[src/hw/lpcd_defines.svh]
// Command encodings, widths and timing counts for the command and power-state decoder
`ifndef LPCD_DEFINES_SVH
`define LPCD_DEFINES_SVH
`define LPCD_CA_W 10
`define LPCD_BANK_W 3
`define LPCD_COL_W 12
`define LPCD_ROW_W 15
// Rising-edge opcode fields on cmd_addr_bus[3:0]
`define LPCD_OP_MRW 4'h0
`define LPCD_OP_MRR 4'h8
`define LPCD_OP_REFPB 4'h4
`define LPCD_OP_REFAB 4'hC
`define LPCD_OP3_SELF_REFRESH_STATE 3'h4
`define LPCD_OP3_DEEP 3'h3
`define LPCD_OP3_NOP 3'h7
`define LPCD_OP4_PRE 4'hB
`define LPCD_OP4_BST 4'h3
`define LPCD_OP3_WR 3'h1
`define LPCD_OP3_RD 3'h5
`define LPCD_OP2_ACT 2'h2
// Timing figures in ns and derived cycle counts at 100 ns clock
`define LPCD_CLK_NS 100
`define LPCD_XP_NS 7500
`define LPCD_XSR_NS 140000
`define LPCD_INIT5_NS 10000000
`define LPCD_XP_CYC ((`LPCD_XP_NS + `LPCD_CLK_NS - 1) / `LPCD_CLK_NS)
`define LPCD_XSR_CYC ((`LPCD_XSR_NS + `LPCD_CLK_NS - 1) / `LPCD_CLK_NS)
`define LPCD_INIT5_CYC ((`LPCD_INIT5_NS + `LPCD_CLK_NS - 1) / `LPCD_CLK_NS)
`define LPCD_BURST_CYC 4
`define LPCD_PRE_CYC 3
`define LPCD_TOGGLES 2
`endif

[src/hw/lpcd_pkg.sv]
// Types shared by both ends of the command link
package lpcd_pkg;
    typedef enum logic [3:0] {
        LPCD_POWER_ON = 4'h0,
        LPCD_RESETTING = 4'h1,
        LPCD_IDLE = 4'h2,
        LPCD_ACTIVE = 4'h3,
        LPCD_PD_ACTIVE = 4'h4,
        LPCD_PD_IDLE = 4'h5,
        LPCD_PD_RESET = 4'h6,
        LPCD_SELF_REFRESH = 4'h7,
        LPCD_DEEP_SLEEP = 4'h8
    } lpcd_state_t;
    typedef enum logic [3:0] {
        LPCD_C_NOP = 4'h0,
        LPCD_C_MRW = 4'h1,
        LPCD_C_MRR = 4'h2,
        LPCD_C_REFPB = 4'h3,
        LPCD_C_REFAB = 4'h4,
        LPCD_C_ACT = 4'h5,
        LPCD_C_WR = 4'h6,
        LPCD_C_RD = 4'h7,
        LPCD_C_PRE = 4'h8,
        LPCD_C_BST = 4'h9,
        LPCD_C_SELF_REFRESH_STATE = 4'hA,
        LPCD_C_DEEP = 4'hB,
        LPCD_C_PDE = 4'hC,
        LPCD_C_EXIT = 4'hD
    } lpcd_cmd_t;
endpackage : lpcd_pkg

[src/hw/lpcd_link_if.sv]
// Command/address link between memory controller and memory die
`timescale 1ns/100ps
interface lpcd_link_if;
    logic clk_en;
    logic chip_sel_b;
    logic [9:0] cmd_addr_bus;
    logic [9:0] cmd_addr_bus_fall;
    modport ctrl (output clk_en, output chip_sel_b, output cmd_addr_bus, output cmd_addr_bus_fall);
    modport mem (input clk_en, input chip_sel_b, input cmd_addr_bus, input cmd_addr_bus_fall);
endinterface : lpcd_link_if

[src/hw/lpcd_mem.sv]
// Memory end: command decode and power-state tracking
`timescale 1ns/100ps
`include "lpcd_defines.svh"
// How it works
// - Commands decoded from rising-edge select, opcode, enable
// - Bank commands act on addressed bank only, except precharge-all
// - Auto-close flag precharges bank after access
// - Self-refresh and deep-sleep exit seen asynchronously
// - Bus carries rising and falling bit sets
// - Enable compared with previous rising sample
// - Per-bank refresh only with eight banks
// - Lowest column bit forced to zero
// - Controller sends no-ops through powerdown exit wait
// - Controller sends no-ops through self-refresh exit wait
// - Controller gives two toggles before exit wait
// - Resetting powerdown exit goes idle after init wait
// - Deep sleep exit lands in power-on state
// - Controller sends only legal combinations
// - Steady high enable uses normal decoder
// - No-op is select high or opcode 111
// - No-op lets ongoing bursts finish
module lpcd_mem import lpcd_pkg::*; #(
    parameter int NUM_BANKS = 8,
    parameter int INIT5_CYC = `LPCD_INIT5_CYC
) (
    // Clock and reset
    input wire logic clk,
    input wire logic rst_b,
    input wire logic ce,
    // Link
    lpcd_link_if.mem link,
    // Decoded outputs
    output lpcd_state_t state,
    output lpcd_cmd_t last_cmd,
    output logic cmd_strobe,
    output logic [2:0] cmd_bank,
    output logic [11:0] cmd_col,
    output logic [14:0] cmd_row,
    output logic [7:0] bank_open,
    output logic burst_busy,
    output logic illegal
);
    logic cke_prev;
    logic [24:0] init_cnt;
    logic init_done;
    logic [2:0] bcnt;
    logic [2:0] burst_bank;
    logic burst_ap;
    logic [1:0] pcnt;
    logic wake_async;
    lpcd_cmd_t dec;

    // decode from select and opcode bits on the rising sample
    function automatic lpcd_cmd_t decode(input logic csb, input logic [3:0] op, input int nb);
        lpcd_cmd_t c;
        c = LPCD_C_NOP;
        if (csb || op[2:0] == `LPCD_OP3_NOP) c = LPCD_C_NOP;
        else if (op == `LPCD_OP_MRW) c = LPCD_C_MRW;
        else if (op == `LPCD_OP_MRR) c = LPCD_C_MRR;
        // per-bank refresh only with eight banks
        else if (op == `LPCD_OP_REFPB) c = (nb == 8) ? LPCD_C_REFPB : LPCD_C_NOP;
        else if (op == `LPCD_OP_REFAB) c = LPCD_C_REFAB;
        else if (op[1:0] == `LPCD_OP2_ACT) c = LPCD_C_ACT;
        else if (op[2:0] == `LPCD_OP3_WR) c = LPCD_C_WR;
        else if (op[2:0] == `LPCD_OP3_RD) c = LPCD_C_RD;
        else if (op == `LPCD_OP4_PRE) c = LPCD_C_PRE;
        else if (op == `LPCD_OP4_BST) c = LPCD_C_BST;
        return c;
    endfunction : decode

    // bank select rides on the top three rising-edge bits
    function automatic logic [2:0] bank_of(input logic [9:0] rise);
        return rise[9:7];
    endfunction : bank_of

    assign dec = decode(link.chip_sel_b, link.cmd_addr_bus[3:0], NUM_BANKS);
    // wake from self refresh or deep sleep is a plain level, no register
    // The strobe is masked on wake so the exit edge is never taken as a command
    assign wake_async = link.clk_en
        && (state == LPCD_SELF_REFRESH || state == LPCD_DEEP_SLEEP);
    assign init_done = (init_cnt == 25'(INIT5_CYC));

    // remember enable from the previous rising edge
    always_ff @(posedge clk or negedge rst_b) begin
        if (!rst_b) cke_prev <= 1'b1;
        else if (ce) cke_prev <= link.clk_en;
    end

    // Final initialisation wait counter while resetting
    // Saturates at the limit so a late power-down exit still sees it expired
    always_ff @(posedge clk or negedge rst_b) begin
        if (!rst_b) init_cnt <= 25'h0000000;
        else if (ce) begin
            if (state == LPCD_POWER_ON) init_cnt <= 25'h0000000;
            else if (!init_done) init_cnt <= init_cnt + 25'h0000001;
        end
    end

    // Power-state machine
    // Exit, entry and steady decode are picked by the enable pair alone
    always_ff @(posedge clk or negedge rst_b) begin
        if (!rst_b) begin
            state <= LPCD_POWER_ON;
            illegal <= 1'b0;
        end else if (ce) begin
            if (!cke_prev) begin
                if (link.clk_en) begin
                    unique case (state)
                        LPCD_PD_ACTIVE: state <= LPCD_ACTIVE;
                        LPCD_PD_IDLE: state <= LPCD_IDLE;
                        // idle only once the init wait expired
                        LPCD_PD_RESET: state <= init_done ? LPCD_IDLE : LPCD_RESETTING;
                        LPCD_DEEP_SLEEP: state <= LPCD_POWER_ON;
                        LPCD_SELF_REFRESH: state <= LPCD_IDLE;
                        default: illegal <= 1'b1;
                    endcase
                end
            end else if (!link.clk_en) begin
                // select high enters the matching power-down
                if (link.chip_sel_b) begin
                    if (state == LPCD_RESETTING) state <= LPCD_PD_RESET;
                    else if (state == LPCD_ACTIVE || burst_busy) state <= LPCD_PD_ACTIVE;
                    else state <= LPCD_PD_IDLE;
                // from idle, command picks self refresh or deep sleep
                end else if (state == LPCD_IDLE && bank_open == 8'h00) begin
                    if (link.cmd_addr_bus[2:0] == `LPCD_OP3_SELF_REFRESH_STATE) state <= LPCD_SELF_REFRESH;
                    else if (link.cmd_addr_bus[2:0] == `LPCD_OP3_DEEP) state <= LPCD_DEEP_SLEEP;
                    else illegal <= 1'b1;
                end else illegal <= 1'b1;
            // steady enable follows the normal decoder
            end else begin
                unique case (dec)
                    LPCD_C_MRW: if (state == LPCD_POWER_ON) state <= LPCD_RESETTING;
                    LPCD_C_ACT: state <= LPCD_ACTIVE;
                    default: begin
                        if (state == LPCD_RESETTING && init_done) state <= LPCD_IDLE;
                        else if (state == LPCD_ACTIVE && bank_open == 8'h00
                                 && !burst_busy) state <= LPCD_IDLE;
                    end
                endcase
            end
        end
    end

    // Command capture; rising and falling halves combine, column bit zero
    always_ff @(posedge clk or negedge rst_b) begin
        if (!rst_b) begin
            last_cmd <= LPCD_C_NOP;
            cmd_strobe <= 1'b0;
            cmd_bank <= 3'h0;
            cmd_col <= 12'h000;
            cmd_row <= 15'h0000;
        end else if (ce) begin
            cmd_strobe <= cke_prev && link.clk_en && !wake_async && dec != LPCD_C_NOP;
            if (cke_prev && link.clk_en) begin
                last_cmd <= dec;
                // bank address from the rising half
                cmd_bank <= bank_of(link.cmd_addr_bus);
                cmd_col <= {link.cmd_addr_bus_fall[9:1], link.cmd_addr_bus[6:5], 1'b0};
                cmd_row <= {link.cmd_addr_bus_fall[9:8], link.cmd_addr_bus[6:2],
                            link.cmd_addr_bus_fall[7:0]};
            end
        end
    end

    // Bank open map and burst tracking
    // A command in the cycle a countdown ends overrides it, being assigned last
    always_ff @(posedge clk or negedge rst_b) begin
        if (!rst_b) begin
            bank_open <= 8'h00;
            bcnt <= 3'h0;
            burst_bank <= 3'h0;
            burst_ap <= 1'b0;
            pcnt <= 2'h0;
        end else if (ce) begin
            // no-op leaves a running burst counting down
            if (bcnt != 3'h0) bcnt <= bcnt - 3'h1;
            if (pcnt != 2'h0) pcnt <= pcnt - 2'h1;
            // auto-close precharges the bank after the burst ends
            if (bcnt == 3'h1 && burst_ap) pcnt <= 2'(`LPCD_PRE_CYC);
            if (pcnt == 2'h1) bank_open[burst_bank] <= 1'b0;
            if (cke_prev && link.clk_en) begin
                unique case (dec)
                    LPCD_C_ACT: bank_open[bank_of(link.cmd_addr_bus)] <= 1'b1;
                    LPCD_C_PRE: begin
                        if (link.cmd_addr_bus[4]) bank_open <= 8'h00;
                        else bank_open[bank_of(link.cmd_addr_bus)] <= 1'b0;
                    end
                    LPCD_C_RD, LPCD_C_WR: begin
                        bcnt <= 3'(`LPCD_BURST_CYC);
                        burst_bank <= bank_of(link.cmd_addr_bus);
                        // flag rides on the falling half bit 0
                        burst_ap <= link.cmd_addr_bus_fall[0];
                    end
                    LPCD_C_BST: begin
                        bcnt <= 3'h0;
                        burst_ap <= 1'b0;
                    end
                    default: ;
                endcase
            end
        end
    end
    assign burst_busy = (bcnt != 3'h0);
endmodule : lpcd_mem

[src/flat_wrapper.sv]
// flat-port wrapper written by rule: the top's interface ports become plain ports
module lpcd_mem_flat import lpcd_pkg::*;
#(
    parameter int NUM_BANKS = 8,
    parameter int INIT5_CYC = `LPCD_INIT5_CYC
)
  (clk, rst_b, ce, state, last_cmd, cmd_strobe, cmd_bank, cmd_col, cmd_row, bank_open, burst_busy, illegal, link_clk_en, link_chip_sel_b, link_cmd_addr_bus, link_cmd_addr_bus_fall);
  lpcd_link_if link_i ();
  input wire logic clk;
  input wire logic rst_b;
  input wire logic ce;
  output lpcd_state_t state;
  output lpcd_cmd_t last_cmd;
  output logic cmd_strobe;
  output logic [2:0] cmd_bank;
  output logic [11:0] cmd_col;
  output logic [14:0] cmd_row;
  output logic [7:0] bank_open;
  output logic burst_busy;
  output logic illegal;
  input wire logic [$bits(link_i.clk_en)-1:0] link_clk_en;
  input wire logic [$bits(link_i.chip_sel_b)-1:0] link_chip_sel_b;
  input wire logic [$bits(link_i.cmd_addr_bus)-1:0] link_cmd_addr_bus;
  input wire logic [$bits(link_i.cmd_addr_bus_fall)-1:0] link_cmd_addr_bus_fall;
  assign link_i.clk_en = link_clk_en;
  assign link_i.chip_sel_b = link_chip_sel_b;
  assign link_i.cmd_addr_bus = link_cmd_addr_bus;
  assign link_i.cmd_addr_bus_fall = link_cmd_addr_bus_fall;
  lpcd_mem #(.NUM_BANKS(NUM_BANKS), .INIT5_CYC(INIT5_CYC)) u_core (.clk(clk), .rst_b(rst_b), .ce(ce), .link(link_i), .state(state), .last_cmd(last_cmd), .cmd_strobe(cmd_strobe), .cmd_bank(cmd_bank), .cmd_col(cmd_col), .cmd_row(cmd_row), .bank_open(bank_open), .burst_busy(burst_busy), .illegal(illegal));
endmodule
[config.mk]
export PLATFORM = sky130hd
export DESIGN_NAME = lpcd_mem_flat
export DESIGN_NICKNAME = d
export VERILOG_FILES = /design/src/hw/lpcd_pkg.sv /design/src/hw/lpcd_link_if.sv /design/src/hw/lpcd_mem.sv /design/src/flat_wrapper.sv
export VERILOG_INCLUDE_DIRS = /design/src /design/src/hw
export SDC_FILE = /design/constraint.sdc
export NUM_CORES = 1
export LEC_CHECK = 0
export CAP_MARGIN = 10
export CORE_ASPECT_RATIO = 2
export CORE_MARGIN = 5
export CORE_UTILIZATION = 45
export DETAILED_ROUTE_END_ITERATION = 10
export DONT_BUFFER_PORTS = 1
export GPL_ROUTABILITY_DRIVEN = 0
export PLACE_DENSITY = 0.67
export REMOVE_ABC_BUFFERS = 1
export SETUP_SLACK_MARGIN = 0.15
export SLEW_MARGIN = 30
export SYNTH_ARGS = -nofsm -noshare
export SYNTH_HDL_FRONTEND = slang
export SYNTH_SLANG_ARGS = --single-unit
export TNS_END_PERCENT = 10
[constraint.sdc]
create_clock -name clk -period 3.4 [get_ports clk]
set_clock_uncertainty 0.1 [all_clocks]
set_input_delay 0.68 -clock clk [delete_from_list [all_inputs] [get_ports clk]]
set_output_delay 0.68 -clock clk [all_outputs]
set_load 0.005 [all_outputs]
Yosys cells after proc, flatten, opt, wreduce, memory -nomap -nowiden
Cells that the tools add are included.
{"block": "totals", "inputBits": 25, "word_cells": 150, "output_inout_bits": 49, "regBits": 82}
{"block": "op_classes", "add_sub_neg": 3, "eq_ne": 36, "n_bitwise": 5, "reduce_logical": 38, "order_cmp": 4, "muxes": 50}
{"operator": "two-way mux 4 bit", "count": 21}
{"operator": "two-way mux 25 bit", "count": 2}
{"operator": "== test 4 x 3 -> 1 bit (second input constant)", "count": 8}
{"operator": "two-way mux 8 bit", "count": 4}
{"operator": "adder 25 x 1 -> 25 bit (second input constant)", "count": 1}
{"operator": "== test 25 x 17 -> 1 bit (second input constant)", "count": 1}
{"operator": "== test 4 bit (second input constant)", "count": 6}
{"operator": "AND 8 bit", "count": 2}
{"operator": "NOT 8 bit", "count": 2}
{"operator": "one-hot mux 4 bit (4 select lines)", "count": 1}
{"operator": "one-hot mux 8 bit (2 select lines)", "count": 1}
{"operator": "AND reduction 7 bit", "count": 2}
{"operator": "== test 4 x 2 -> 1 bit (second input constant)", "count": 3}
{"operator": "logical AND 1 bit", "count": 11}
{"operator": "two-way mux 1 bit", "count": 11}
{"operator": "== test 3 bit (second input constant)", "count": 3}
{"operator": "== test 4 x 1 -> 1 bit (second input constant)", "count": 2}
{"operator": "zero test 4 bit", "count": 2}
{"operator": "zero test 8 bit", "count": 1}
{"operator": "less-than comparator 3 x 4 -> 1 bit (second input constant)", "count": 2}
{"operator": "OR 8 bit", "count": 1}
{"operator": "one-hot mux 4 bit (2 select lines)", "count": 1}
{"operator": "nonzero test 2 bit", "count": 4}
{"operator": "nonzero test 4 bit", "count": 2}
{"operator": "25 further kinds", "count": 42}

Depth between registers and ports, before layout
{"block": "logic_depth", "ltp_word": 15, "depth_mapped": 7, "ltp_nobuf": 7}

Worst setup path after synthesis
Ideal clock, no wire load.
{"block": "synth_path", "path_type": "input port to flip-flop", "start": "input port link_clk_en", "end": "register u_core.state[1]", "setup_ps": 128, "required_ps": 3172, "t_arrival_ps": 1887, "cell_stages": 6, "path_slack_ps": 1285, "n_path_buf": 0, "cell_sequence": "inv_1 > ha_1 > nand2b_1 > a221o_1 > a211o_1 > mux2_1"}
{"block": "synth_via", "elab_chain_len": 2, "elab_cells_between_ends": 8, "classes_between": "2 x eq/ne; 2 x mux; 4 x reduce/logical"}
{"item": "start, declared", "line": "flat_wrapper.sv:21", "source": "input wire logic [$bits(link_i.clk_en)-1:0] link_clk_en;"}
{"item": "!= test 6 bit (no line) (tied with other cells)"}
{"item": "AND reduction 7 bit (no line) / two-way mux 4 bit (equally long branches)"}
{"item": "end signal, assigned", "line": "lpcd_mem.sv:112", "source": "LPCD_PD_RESET: state <= init_done ? LPCD_IDLE : LPCD_RESETTING;"}
{"item": "end, declared", "line": "lpcd_mem.sv:33", "source": "output lpcd_state_t state,"}
Parallel ways exist; a longest one is shown, timed or not.
A chain may end at the register's enable or synchronous reset.

Worst setup path in the final report
{"block": "layout_path", "start": "register u_core.cke_prev", "end": "register u_core.burst_bank[2]"}
{"block": "layout_via", "elab_chain_len": 2}
{"item": "start, declared", "line": "lpcd_mem.sv:43", "source": "logic cke_prev;"}
{"item": "start signal, assigned", "line": "lpcd_mem.sv:86", "source": "else if (ce) cke_prev <= link.clk_en;"}
{"item": "logical AND 1 bit", "line": "lpcd_mem.sv:182", "source": "if (cke_prev && link.clk_en) begin"}
{"item": "AND reduction 3 bit (no line)"}
{"item": "end signal, assigned", "line": "lpcd_mem.sv:191", "source": "burst_bank <= bank_of(link.cmd_addr_bus);"}
{"item": "end, declared", "line": "lpcd_mem.sv:47", "source": "logic [2:0] burst_bank;"}
No other way between the ends.

==> reports/metrics.cfg <==
[outcome]
outcome = finished, final reports clean

[cts]
post_cts_resized = 0
cts.sinks = 71
clkTransAtPathRegs_ns = 0.05
root_buffer = clkbuf_16
cts_tree = built
cts_made_buffers = 9
htree_num_levels = 3
clockBufferDepth = 2
clock_latency_ns = 0.33

[setup_path]
worstPathArrival_ns = 2.42
cp-start-kind = register
r2r_slack_ns = 1.09
critPathRequiredTime_ns = 3.51
crit_start = u_core.cke_prev$_DFFE_PN1P_
setup.worst_path.class = register to register
regToRegStartpoint = u_core.cke_prev$_DFFE_PN1P_
endpoint_kind = register
crit_fanout = 20

[final_layout]
drive_gt1_share_pct = 10.5
nets = 438
area_growth_syn_to_layout_pct = 7.02
n_antenna_cell = 0

[yosys]
yosys.area_share.simple_pct = 22.7
synth_xor_area_share_pct = 4.13
ys_seq_area_share_pct = 44.2
synthAdderAreaFrac_pct = 2.80
synth.area.mux_share_pct = 6.34
synth_top_family_by_area = simple AND/OR/NAND/NOR gates
synth_cell_type_count = 63
synth_edf_count = 0
synth-compound-area-share_pct = 13.3
netlist_area_mm2 = 0.00403
synthArstFlopShare_pct = 100
synth_seq_cells = 71
synthCells = 425
synthFlopType = dfrtp_1
syn_area_per_cell_um2 = 9.47
ys_warn_count = 0

[global_route]
grt-ovfl-total = 0
grt_pass1_vias = 3090
grt_antenna_before_repair = 0
grt_pass1_wl_um = 15500
grt_usage_pct = 17.7
grt_max_degree = 71

[power_and_ir_drop]
powerDensity_mw_per_mm2 = 625
switching_power_w = 0.000858
p_int_w = 0.00184
clkPwrFrac_pct = 34.8
vdd_ir_drop_max_mv = 0.275
swShare_pct = 31.8
p_seq_share_pct = 45.7
p_leak_nw = 1.77
power_frac_comb_pct = 19.5

[detailed_routing]
wl_per_cell_um = 18.6
drc_errors = 0
drtAntennaViolNets = 0
viasPerCell = 5.95
drt_iter0_drc = 192
dr.pass1.iters = 4
via_count = 3038
drt_wl_total_um = 9520

[die]
dieArea_mm2 = 0.0111
pin_count = 74
core_area_mm2 = 0.00889
rows = 49
die_w_um = 76.9
die_y_um = 144
start_util_pct = 45.3

[placed_design]
place_ws_ns = 1.04
port_buffers = 0
dp_hpwl_um = 6970

[timing]
drv_slew = 0
clock.fmax_mhz = 433
max_slew_margin_pct = 50.3
finalCriticalPeriod_ns = 2.31
rsz0062_at_grt = false
fin_crit_sh_pct = 67.9
tns_ns = 0
setup_violations = 0
worst_pin_slew_ns = 0.746
hold_viol_final = 0
finalWorstSetupSlack_ns = 1.09

[job]
cap_viol_max_count = 0

[min_path]
worstHoldPathType = input port to async pin

sequential cells by signal (all words and copies together), names as in the netlist, 2 cells and up:
signal / flops
u_core.init_cnt: 25
u_core.cmd_row: 14
u_core.bank_open: 8
u_core.last_cmd: 4
u_core.state: 4
u_core.bcnt: 3
u_core.burst_bank: 3
u_core.cmd_bank: 3
u_core.pcnt: 2
routing by layer:
metal	GRT usage (%)	wire length, um	vias up
met5	0	0	-
met4	11.2	392	0
met3	4.71	560	23
met2	31.3	5130	81
met1	18.0	3440	1478
li1	-	-	1456
cell usage in the layout (no fill, tap or decap), types with 5 or more instances in the layout:
cell type,instances
a21oi_1,8
o31ai_1,5
nand4_1,8
nor3_1,13
o21ai_0,22
nand2b_1,6
nor4_1,5
nand3_1,9
nor4b_1,6
and3_1,5
inv_1,22
dfrtp_1,70
clkbuf_16,9
nand2_1,39
mux2_2,18
nor3b_1,5
o2bb2ai_1,6
a31oi_1,5
ha_1,9
o21ai_1,7
nor2_1,43
xnor2_1,16
cells in the mapped netlist, types with 7 or more instances:
cell type,instances,area [um2]
a21oi_1,8,40.0
buf_4,13,97.6
clkbuf_1,18,67.6
dfrtp_1,70,1750
ha_1,9,113
inv_1,22,82.6
mux2_2,18,203
nand2_1,39,146
nand3_1,9,45.0
nand4_1,8,50.1
nor2_1,43,161
nor3_1,13,65.1
o21ai_0,22,110
o21ai_1,7,35.0
xnor2_1,16,140
path summary, 6_finish.rpt:
check	end	cells past startpoint
min in group clk	u_core.last_cmd[0]$_DFFE_PN0P_	1
worst max-delay path	u_core.burst_bank[2]$_DFFE_PN0P_	5
max in group asynchronous	u_core.init_cnt[4]$_DFFE_PN0P_	1
worst min-delay path	u_core.cke_prev$_DFFE_PN1P_	0
worst min register to register	u_core.burst_ap$_DFFE_PN0P_	2
worst max register to register	u_core.burst_bank[2]$_DFFE_PN0P_	5
kinds of logic after synthesis:
group | Yosys count
other | 1
buffers and inverters | 56
flip-flops | 71
multiplexers | 22
adder cells (fa/ha/maj) | 9
AND/OR/NAND/NOR | 166
XOR/XNOR | 19
AO/OA/AOI/OAI | 81
worst max-delay path: stages (launching register included):
cell and delay [ns]:
dfstp_2 0.58, ha_1 0.24, nand2_1 0.07, buf_4 0.20
nor4b_1 0.59, mux2_2 0.40
power groups by stage:
stage                     combinational [W]  sequential (W)  clock (W)
after floorplan                    0.000411         0.00118          0
after global placement             0.000490         0.00124          0
after detailed placement           0.000509         0.00125          0
after CTS                          0.000533         0.00123   0.000961
after global routing               0.000603         0.00126    0.00100
final                              0.000526         0.00123   0.000937
through the flow:
step / instance area, um2 / total power [W] / instances / hold WS [ns] / utilization [%]
final: 4310 / 0.00270 / 511 / 0.0921 / 48.5
after global routing: 4310 / 0.00287 / 511 / 0.0770 / 48.5
after CTS: 4310 / 0.00273 / 511 / 0.0821 / 48.5
after detailed placement: 3980 / 0.00176 / 494 / 0.286 / 44.8
after global placement: 3980 / 0.00173 / 494 / 0.286 / 44.8
after floorplan: 3850 / 0.00160 / 391 / 0.284 / -
layout make-up:
type | instances | area [um2]
well taps | 102 | 128
flip-flops and latches | 71 | 1780
clock buffers | 10 | 229
inverters | 22 | 82.6
clock inverters | 6 | 70.1
fillers | 821 | 4580
repair buffers | 2 | 35.0
multi-input cells | 298 | 1990
repair_timing:
item	4_1_cts	5_1_grt
endpoints found under the hold margin	70	0
hold buffers	1	0
buffers inserted	0	0
(Power assumes the default switching activity.)
